### config.mk
export PLATFORM = sky130hd
export DESIGN_NAME = key_repeat_bell_timers
export DESIGN_NICKNAME = d
export VERILOG_FILES = /design/src/verilog/prog_timer.v /design/src/verilog/key_repeat_bell_timers.v
export VERILOG_INCLUDE_DIRS = /design/src /design/src/verilog
export SDC_FILE = /design/constraint.sdc
export NUM_CORES = 1
export LEC_CHECK = 0
export BUFFER_PORTS_ARGS = -buffer_cell sky130_fd_sc_hd__buf_2
export CAP_MARGIN = 20
export CELL_PAD_IN_SITES_DETAIL_PLACEMENT = 0
export CELL_PAD_IN_SITES_GLOBAL_PLACEMENT = 1
export CORE_MARGIN = 3
export CORE_UTILIZATION = 48
export DETAILED_ROUTE_END_ITERATION = 7
export PLACE_DENSITY = 0.91
export SYNTH_ARGS = -nofsm -noshare
export SYNTH_HDL_FRONTEND = slang
export SYNTH_SLANG_ARGS = --single-unit
### constraint.sdc
create_clock -name i_ref_clk -period 2.7 [get_ports i_ref_clk]
set_input_delay 0.135 -clock i_ref_clk [delete_from_list [all_inputs] [get_ports i_ref_clk]]
set_output_delay 0.135 -clock i_ref_clk [all_outputs]
set_load 0.005 [all_outputs]
### src/verilog/key_timers_map.vh
// Constants for the key repeat and bell timer block
`ifndef KEY_TIMERS_MAP_VH
`define KEY_TIMERS_MAP_VH
`define CNT_W 16
`define PROC_CLK_HZ 7372800
`define XTAL_HZ 14745600
`define REF_CLK_HZ 200000000
`define INIT_DELAY_MS 16'h01f4
`define REPEAT_MS 16'h0064
`define FAST_REPEAT_MS 16'h000a
`define BELL_MS 16'h0064
`define MS_TICK_COUNT 16'h1ccd
`define TICK_DIV_RESET 16'h0000
`endif

### src/verilog/prog_timer.v
// One sixteen-bit programmable timer with terminal count pulse
`timescale 1ns/100ps
`default_nettype none
`include "key_timers_map.vh"
module prog_timer #(
  parameter W = `CNT_W
) (
  // Clock and reset
  input wire i_ref_clk,
  input wire i_rst_n,
  input wire i_ce,
  // Control
  input wire i_tick,
  input wire i_run,
  input wire i_reload,
  input wire [W-1:0] i_max,
  // Status
  output reg o_done,
  output reg [W-1:0] o_count
);
  always @(posedge i_ref_clk) begin
    if (!i_rst_n) begin
      o_count <= {W{1'b0}};
      o_done <= 1'b0;
    end else if (i_ce) begin
      o_done <= 1'b0;
      if (i_reload || !i_run) begin
        o_count <= {W{1'b0}};
      end else if (i_tick) begin
        if (o_count >= i_max - 1'b1) begin
          o_count <= {W{1'b0}};
          o_done <= 1'b1;
        end else begin
          o_count <= o_count + 1'b1;
        end
      end
    end
  end
endmodule // prog_timer
`default_nettype wire

### src/verilog/key_repeat_bell_timers.v
// Bell and key repeat timers driven from a divided processor clock
// How it works
// RULE1 - Three independent sixteen-bit timers, each with its own enable, run here.
// RULE2 - Timer zero times the bell and drives the bell output.
// RULE3 - Timers one and two detect the key press and measure how long it is held.
// RULE4 - No repeat comes until the key has been held for 500 ms.
// RULE5 - After that delay the key repeats every 100 ms while held.
// RULE6 - With Shift also held the repeat interval is 10 ms.
// RULE7 - Timers count ticks of a 7.3728 MHz processor clock, the 14.7456 MHz crystal halved.
// RULE8 - A timer request reaches the interrupt line only if its own enable and its mask allow it.
// RULE9 - Release stops repeating at once and clears the hold measure.
`timescale 1ns/100ps
`default_nettype none
`include "key_timers_map.vh"
module key_repeat_bell_timers #(
  parameter W = `CNT_W,
  parameter [W-1:0] MS_TICKS = `MS_TICK_COUNT,
  parameter [W-1:0] INIT_MS = `INIT_DELAY_MS,
  parameter [W-1:0] REP_MS = `REPEAT_MS,
  parameter [W-1:0] FAST_MS = `FAST_REPEAT_MS,
  parameter [W-1:0] BELL_LEN_MS = `BELL_MS
) (
  // Clock and reset
  input wire i_ref_clk,
  input wire i_rst_n,
  input wire i_ce,
  // Keyboard and bell request pins
  input wire i_key_down,
  input wire i_shift_down,
  input wire i_bell_req,
  // Per-timer enables and interrupt masks, bit n for timer n
  input wire [2:0] i_tmr_en,
  input wire [2:0] i_irq_mask,
  // Outputs
  output reg o_bell,
  output reg o_key_strobe,
  output reg [2:0] o_irq_req,
  output reg o_irq
);
  // Processor clock tick: phase accumulator, 200 MHz to 7.3728 MHz
  localparam [31:0] PH_INC = 32'd158329674; // 2^32 * 7.3728 / 200, rounded
  // Average rate is off only by the rounding of PH_INC; single ticks jitter by one reference cycle
  reg [31:0] ph_q;
  reg [32:0] ph_sum;
  reg tick_q;
  always @* begin
    ph_sum = {1'b0, ph_q} + {1'b0, PH_INC};
  end
  always @(posedge i_ref_clk) begin
    if (!i_rst_n) begin
      ph_q <= 32'h00000000;
      tick_q <= 1'b0;
    end else if (i_ce) begin
      ph_q <= ph_sum[31:0];
      tick_q <= ph_sum[32]; // [RULE7]
    end
  end

  // Millisecond prescale shared by all timers
  reg [W-1:0] ms_cnt_q;
  reg ms_q;
  always @(posedge i_ref_clk) begin
    if (!i_rst_n) begin
      ms_cnt_q <= {W{1'b0}};
      ms_q <= 1'b0;
    end else if (i_ce) begin
      ms_q <= 1'b0;
      if (tick_q) begin
        if (ms_cnt_q >= MS_TICKS - 1'b1) begin
          ms_cnt_q <= {W{1'b0}};
          ms_q <= 1'b1;
        end else begin
          ms_cnt_q <= ms_cnt_q + 1'b1;
        end
      end
    end
  end

  // Pin synchronisers
  reg [2:0] sync1_q;
  reg [2:0] sync2_q;
  always @(posedge i_ref_clk) begin
    if (!i_rst_n) begin
      sync1_q <= 3'h0;
      sync2_q <= 3'h0;
    end else if (i_ce) begin
      sync1_q <= {i_bell_req, i_shift_down, i_key_down};
      sync2_q <= sync1_q;
    end
  end
  wire key_s = sync2_q[0];
  wire shift_s = sync2_q[1];
  wire bell_s = sync2_q[2];
  reg key_prev_q;
  reg bell_prev_q;
  wire key_press = key_s & ~key_prev_q;
  wire bell_start = bell_s & ~bell_prev_q;

  // Repeat state
  localparam [1:0] ST_IDLE = 2'd0;
  localparam [1:0] ST_HOLD = 2'd1;
  localparam [1:0] ST_REP = 2'd2;
  reg [1:0] state_q;
  reg bell_on_q;

  wire [2:0] done;
  wire [W-1:0] cnt0;
  wire [W-1:0] cnt1;
  wire [W-1:0] cnt2;
  // Shift is read live, so it takes effect within the interval in progress
  wire [W-1:0] rep_max = shift_s ? FAST_MS : REP_MS; // [RULE6]

  // Timer 0: bell length
  prog_timer #(.W(W)) u_tmr0 (
    .i_ref_clk(i_ref_clk),
    .i_rst_n(i_rst_n),
    .i_ce(i_ce),
    .i_tick(ms_q),
    .i_run(bell_on_q & i_tmr_en[0]),
    .i_reload(bell_start),
    .i_max(BELL_LEN_MS),
    .o_done(done[0]),
    .o_count(cnt0)
  ); // [RULE1] [RULE2]
  // Timer 1: initial hold delay
  prog_timer #(.W(W)) u_tmr1 (
    .i_ref_clk(i_ref_clk),
    .i_rst_n(i_rst_n),
    .i_ce(i_ce),
    .i_tick(ms_q),
    .i_run(key_s & (state_q == ST_HOLD) & i_tmr_en[1]),
    .i_reload(key_press),
    .i_max(INIT_MS),
    .o_done(done[1]),
    .o_count(cnt1)
  ); // [RULE1] [RULE3] [RULE4]
  // Timer 2: repeat interval
  // Held at zero outside the repeat state, so it needs no reload
  prog_timer #(.W(W)) u_tmr2 (
    .i_ref_clk(i_ref_clk),
    .i_rst_n(i_rst_n),
    .i_ce(i_ce),
    .i_tick(ms_q),
    .i_run(key_s & (state_q == ST_REP) & i_tmr_en[2]),
    .i_reload(1'b0),
    .i_max(rep_max),
    .o_done(done[2]),
    .o_count(cnt2)
  ); // [RULE1] [RULE3] [RULE5]

  // Edge detectors; reset matches the idle pin level, so no false edge
  always @(posedge i_ref_clk) begin
    if (!i_rst_n) begin
      key_prev_q <= 1'b0;
      bell_prev_q <= 1'b0;
    end else if (i_ce) begin
      key_prev_q <= key_s;
      bell_prev_q <= bell_s;
    end
  end

  // Bell sounds until timer zero expires; a new request restarts it
  always @(posedge i_ref_clk) begin
    if (!i_rst_n) begin
      bell_on_q <= 1'b0;
      o_bell <= 1'b0;
    end else if (i_ce) begin
      if (bell_start && i_tmr_en[0]) begin
        bell_on_q <= 1'b1;
      end else if (done[0] || !i_tmr_en[0]) begin
        bell_on_q <= 1'b0;
      end
      o_bell <= bell_on_q; // [RULE2]
    end
  end

  // Key repeat sequencer; the press itself issues the first character
  always @(posedge i_ref_clk) begin
    if (!i_rst_n) begin
      state_q <= ST_IDLE;
      o_key_strobe <= 1'b0;
    end else if (i_ce) begin
      o_key_strobe <= 1'b0;
      if (!key_s) begin
        state_q <= ST_IDLE; // [RULE9]
      end else begin
        case (state_q)
          ST_IDLE: begin
            if (key_press) begin
              state_q <= ST_HOLD;
              o_key_strobe <= 1'b1;
            end
          end
          ST_HOLD: begin
            if (done[1]) begin
              state_q <= ST_REP; // [RULE4]
              o_key_strobe <= 1'b1;
            end
          end
          ST_REP: begin
            if (done[2]) begin
              o_key_strobe <= 1'b1; // [RULE5]
            end
          end
          default: begin
            state_q <= ST_IDLE;
          end
        endcase
      end
    end
  end

  // Request stays raised until the timer is disabled, so a late service
  // loses nothing; the mask only hides it from the interrupt line
  always @(posedge i_ref_clk) begin
    if (!i_rst_n) begin
      o_irq_req <= 3'h0;
      o_irq <= 1'b0;
    end else if (i_ce) begin
      o_irq_req <= (o_irq_req | (done & i_tmr_en)) & i_tmr_en; // [RULE8]
      o_irq <= |(o_irq_req & i_tmr_en & ~i_irq_mask); // [RULE8]
    end
  end
endmodule // key_repeat_bell_timers
`default_nettype wire

# ---- Yosys cells after proc, flatten, opt, wreduce, memory -nomap -nowiden
# Index checks and enable logic that the tools add are counted.
dict set report word_totals {
  reg_bits 118
  in_bits 12
  out_inout_bits 6
  wordCells 102
}
dict set report op_classes {
  add_sub_neg 6
  n_lt_le_gt_ge 4
  eq_ne 6
  muxes 33
  bitwise 15
  n_reduce_logical 18
}
# operator count
set ops {}
lappend ops {{$mux 16} 10}
lappend ops {{$add 16x1->16 const B} 4}
lappend ops {{$add 32x28->33 const B} 1}
lappend ops {{$mux 1} 17}
lappend ops {{$ge 16x13->1 const B} 1}
lappend ops {{$ge 16x16->1} 1}
lappend ops {{$ge 16x7->1 const B} 1}
lappend ops {{$ge 16x9->1 const B} 1}
lappend ops {{$and 3x3->3} 4}
lappend ops {{$reduce_and 2->1} 5}
lappend ops {{$sub 7x1->8 const B} 1}
lappend ops {{$and 1x1->1} 7}
lappend ops {{$mux 7} 1}
lappend ops {{$mux 2} 3}
lappend ops {{$ne 3x2->1 const B} 2}
lappend ops {{$pmux 2 s3} 1}
lappend ops {{$reduce_bool 2->1} 3}
lappend ops {{$ne 2x2->1 const B} 2}
lappend ops {{$reduce_and 4->1} 1}
lappend ops {{$logic_not 1->1} 3}
lappend ops {{$logic_or 1x1->1} 3}
lappend ops {{$not 3->3} 1}
lappend ops {{$or 3x3->3} 1}
lappend ops {{$pmux 1 s3} 1}
lappend ops {{other kinds (6)} 7}

# ---- Logic depth before layout (Yosys ltp)
dict set report depth {
  depth_word 7
  ltp_mapped 7
  depth_no_buf 6
}

# ---- Cells and area by module
# Synthesis repeated with hierarchy kept, for this count alone.
dict set report hier_totals {
  hier_cells 896
  area_unflattened_um2 7430.9
}
# mod n_inst cells_per_inst area_each_um2 seq_area_each_um2
set modules_own_cells {}
lappend modules_own_cells {key_repeat_bell_timers 1 395 3271.9 1321.3}
lappend modules_own_cells {{prog_timer (u_tmr1 ...)} 2 167 1383.8 340.3}
lappend modules_own_cells {{prog_timer (u_tmr0)} 1 167 1391.3 340.3}

# ---- Worst setup path after synthesis
# OpenSTA, ideal clock, no wires.
dict set report synth_timing {
  path_type {register to register}
  start {register sync2_q[1]}
  end {register u_tmr2.o_count[9]}
  setup_time_ps 73
  t_arrival_ps 1844
  required_ps 2627
  path_slack_ps 783
  stages_incl_launch_ff 7
  n_path_buf 0
  period_less_slack_ps 1917
  cell_sequence {dfxtp_1 ha_1 a211o_1 a211o_1 a311oi_2 o21ai_1 a21oi_1}
}
dict set report synth_via {
  elab_chain_len 6
}
# element line
set synth_rtl {}
lappend synth_rtl {{start: declaration} key_repeat_bell_timers.v:81} ;# reg [2:0] sync2_q;
lappend synth_rtl {{start signal: assignment} key_repeat_bell_timers.v:88} ;# sync2_q <= sync1_q;
lappend synth_rtl {{$mux 7} key_repeat_bell_timers.v:111} ;# wire [W-1:0] rep_max = shift_s ? FAST_MS : REP_MS;
lappend synth_rtl {{$sub 7x1->8} prog_timer.v:30} ;# if (o_count >= i_max - 1'b1) begin
lappend synth_rtl {{$ge 16x16->1} prog_timer.v:30}
lappend synth_rtl {{$mux 16} prog_timer.v:30}
lappend synth_rtl {{$mux 16} prog_timer.v:29} ;# end else if (i_tick) begin
lappend synth_rtl {{$mux 16} prog_timer.v:27} ;# if (i_reload || !i_run) begin
lappend synth_rtl {{end signal: assignment} prog_timer.v:28} ;# o_count <= {W{1'b0}};
lappend synth_rtl {{end signal: assignment} prog_timer.v:31} ;# o_count <= {W{1'b0}};
lappend synth_rtl {{end signal: assignment} prog_timer.v:34} ;# o_count <= o_count + 1'b1;
lappend synth_rtl {{end: declaration} prog_timer.v:19} ;# output reg [W-1:0] o_count
# No other way between the ends. The select of a mux whose other input is x is not followed.
# A chain may end at the register's enable or synchronous reset.

# ---- Worst setup path after layout
# Same ends and word-level chain as after synthesis.

==> summary.txt <==
LOGIC SYNTHESIS
--------------------------------------------------------------------------------------
Top-count cell post-synth                                                 sky130_fd_sc_hd__dfxtp_1
Top flip-flop cell by instance count after synthesis                      sky130_fd_sc_hd__dfxtp_1
Share of Yosys cell area claimed by the top area cell type                       41.2%
Cell count after synthesis                                                         658
Avg Inst Size Synth                                                          8.65 um^2
Biggest area consumer among synthesized cells                             sky130_fd_sc_hd__dfxtp_1
EDFF count, synth                                                                    0
Proportion of synthesized chip area in sequential cells                          41.2%
Yosys cell types                                                                    69
Count of warnings emitted by yosys                                                   0
Most instantiated cells after synthesis                                   sky130_fd_sc_hd__dfxtp_1 (117), sky130_fd_sc_hd__nor2_1 (74), sky130_fd_sc_hd__nand2_1 (65), sky130_fd_sc_hd__xnor2_1 (27), sky130_fd_sc_hd__xor2_1 (27)
Top post-synthesis cells by area                                          sky130_fd_sc_hd__dfxtp_1 (41%), sky130_fd_sc_hd__nor2_1 (4.9%), sky130_fd_sc_hd__nand2_1 (4.3%)
Number of nets in the synthesized netlist                                          680
Fraction of registers with async set or reset after synthesis                       0%
Post-synthesis instance area                                                 5690 um^2
Count of state elements after synthesis                                            117

GRT
--------------------------------------------------------------------------------------
Number of global-route vias before repair                                         4517
Total global routing track utilization                                           19.5%
Maximum number of pins on one net before global-route repair                        28
First-pass GRT wire length                                                    20700 um
Antenna violations before repair                                                     0
Total congestion overflow after global routing                                       0

CLOCK NETWORK
--------------------------------------------------------------------------------------
Clock Root Buffer                                                         sky130_fd_sc_hd__clkbuf_16
CTS Sinks                                                                          117
Count of cells resized by post-cts repair                                            0
Clock network latency to the later pin of the worst-skew pair                  0.42 ns
CTS buffer count                                                                    17
Clock tree from TritonCTS                                                        built
Htree depth                                                                          4
Maximum buffer depth of the clock tree                                               2
Clock slew at the register clock pins of the worst setup and hold paths        0.05 ns

STA
--------------------------------------------------------------------------------------
Pins Over Slew Limit                                                                 0
Worst slew margin relative to its limit                                          38.4%
Number of endpoints with negative hold slack in the final report                     0
Maximum frequency from static timing analysis                                0.460 GHz
Clock skew after layout                                                     0.00659 ns
Share of the clock period used by the worst path                                 80.6%
Final setup violating endpoints                                                      0
Unrepaired setup endpoints after global routing                                     no
Final setup TNS                                                                   0 ns
Transition time at the pin with the least slew margin                         0.920 ns
Fin crit period                                                                2.18 ns

PLACED DESIGN
--------------------------------------------------------------------------------------
Quantity of I/O buffers inserted on ports                                           17
HPWL reported at the end of detailed placement                                 8140 um
Placer congestion estimate                                                       0.853
Cell Count Post-Placement                                                          797

ROUTING
--------------------------------------------------------------------------------------
DR vias                                                                           4702
Detailed Route WL                                                             12000 um
DRC errors left                                                                      0
Pre-antenna DRT Iters                                                                5
Mean number of vias per cell                                                      5.66
Number of DRC violations after detailed-routing iteration 0                        351
Number of routed nets with antenna violations                                        0
Per-cell routed wire length                                                    14.4 um

FLOORPLAN
--------------------------------------------------------------------------------------
I/O pins                                                                            18
Die boundary height                                                             115 um
Die extent in x                                                                 115 um
Total number of placement rows                                                      39
Starting Density                                                                 49.4%
Overall die area                                                            13200 um^2
Core region area                                                            11500 um^2

FINAL LAYOUT
--------------------------------------------------------------------------------------
Share of post-route cells with drive strength above 1                            9.45%
Utilization after layout                                                         56.6%
Final cell count without fillers                                                   831
Area of the multi-input gates                                                3200 um^2
Filler cell count                                                                 1013
Total inserted antenna cells                                                         0
Area growth from synthesis to layout                                             14.6%
Final-stage net count                                                              700
Sequential Area                                                              2340 um^2

MIN PATH
--------------------------------------------------------------------------------------
Path category of the worst min-delay check                                primary input to flip-flop

WORST SETUP PATH
--------------------------------------------------------------------------------------
Crit path max-delay family                                                compound AO/OA/AOI/OAI gates
Most common cell on crit path                                             sky130_fd_sc_hd__a211o_1
Maximum fanout along the worst path                                                  9
Element type at the critical path start                                      flip-flop
Critical path class                                                       flip-flop to flip-flop
Arrival time reported for the critical path endpoint                           2.52 ns
Critical Path, Cell by Cell                                               ha_1, a211o_1, a211o_1, a311oi_2, o21ai_1, a21oi_1
Buffering stage count on the worst path with inverters included                      0
Endpoint kind of the worst setup timing path                                 flip-flop
Delay of the slowest cell on the worst path                                    0.40 ns
Required time at the worst-slack endpoint                                      3.04 ns
Standard cell with the maximum stage delay on the critical path           sky130_fd_sc_hd__dfxtp_1

PWR
--------------------------------------------------------------------------------------
Maximum VDD drop                                                            0.000397 V
Lkg Pwr                                                                        2.49 nW
Areal power density over the cells                                         709 nW/um^2

FLOW RUN
--------------------------------------------------------------------------------------
Max Cap Violations                                                                   0

OUTCOME
--------------------------------------------------------------------------------------
Status                                                                    complete, no violations

metrics by stage:
stage / hold WS [ns] / power, mW / instance area, um^2 / worst slack (ns)
2_1_floorplan: 0.287 / 2.34 / 5690 / 0.783
3_3_place_gp: 0.402 / 2.44 / 5900 / 0.631
3_5_place_dp: 0.413 / 2.46 / 5900 / 0.555
4_1_cts: 0.0238 / 4.65 / 6520 / 0.540
5_1_grt: 0.0338 / 4.82 / 6520 / 0.410
6_report: 0.0315 / 4.63 / 6520 / 0.524
worst reg2reg max path, delay by kind of cell (launching register included):
kind,cells,cell delay [ns]
adder cells (fa/ha/maj),1,0.26
AO/OA/AOI/OAI,5,1.45
flip-flops,1,0.40
where the power goes:
group / switching, mW / leakage, nW / internal, mW
Combinational: 0.270 / 1.25 / 0.220
Clock: 0.748 / 0.290 / 1.44
Sequential: 0.140 / 0.949 / 1.81
Total: 1.16 / 2.49 / 3.47
per-layer routing:
metal	vias to the layer above	global-route usage [%]	wire length, um
li1	2369	-	-
met1	2239	24.3	5670
met2	72	31.1	5560
met3	22	6.53	510
met4	0	7.59	224
met5	-	0	0
final cells by class:
cell class / count / area share, %
sequential: 117 / 35.9
multi-input combinational: 502 / 49.0
tap: 143 / 2.74
timing repair buffer: 29 / 2.84
clock buffer: 26 / 8.27
clock inverter: 3 / 0.614
inverter: 11 / 0.633
registers in the layout, summed over array words and instances (netlist names), 2 cells and up:
name            count
ph_q               31
sync2_q             3
u_tmr0.o_count     16
u_tmr1.o_count     16
u_tmr2.o_count     16
sync1_q             3
ms_cnt_q           16
state_q             2
o_irq_req           3
cells by family (layout without fill, tap and decap cells):
group | after synthesis | after routing | share of synthesized area (%)
mux | 21 | 21 | 3.69
xor+xnor | 54 | 54 | 8.31
simple gates | 298 | 298 | 27.1
fa+ha+maj | 10 | 10 | 2.20
compound gates | 119 | 119 | 14.9
buf+inv | 39 | 69 | 2.68
flops | 117 | 117 | 41.2
repair_timing:
action,in CTS,in global routing
hold buffers,4,0
endpoints found under the hold margin,4,0
buffers inserted,0,0
cells in the final DEF (no fill, tap or decap), drive strengths merged, types with 3 or more instances in the layout:
| master | synthesis | layout |
|---|---|---|
| dfxtp | 117 | 117 |
| buf | 6 | 25 |
| and3 | 16 | 16 |
| o211ai | 8 | 8 |
| o21ai | 26 | 26 |
| xor2 | 27 | 27 |
| o21a | 4 | 4 |
| nor4 | 12 | 12 |
| and2 | 18 | 18 |
| mux2i | 21 | 21 |
| a211oi | 3 | 3 |
| o22ai | 3 | 3 |
| nor2b | 23 | 23 |
| nand2 | 65 | 65 |
| a32oi | 3 | 3 |
| clkbuf | 22 | 26 |
| inv | 11 | 11 |
| dlygate4sd3 | 0 | 4 |
| a21boi | 8 | 8 |
| nand4 | 14 | 14 |
| nor2 | 74 | 74 |
| and4 | 6 | 6 |
| nand3 | 18 | 18 |
| o2111ai | 3 | 3 |
| a31oi | 8 | 8 |
| nor3 | 17 | 17 |
| ha | 10 | 10 |
| o2111a | 3 | 3 |
| nand2b | 15 | 15 |
| or3 | 7 | 7 |
| xnor2 | 27 | 27 |
| a21oi | 23 | 23 |
| nand3b | 3 | 3 |
path summary, 6_finish.rpt:
kind	start	endpoint	slack (ns)	cells after the start
setup reg to reg	sync2_q[1]	u_tmr2.o_count[9]	0.52	6
hold reg to reg	ph_q[31]	ph_q[31]	0.47	2
hold / removal	i_tmr_en[2]	o_irq_req[2]	0.03	3
setup / recovery	sync2_q[1]	u_tmr2.o_count[9]	0.52	6
Power figures use the tool's default switching activity.
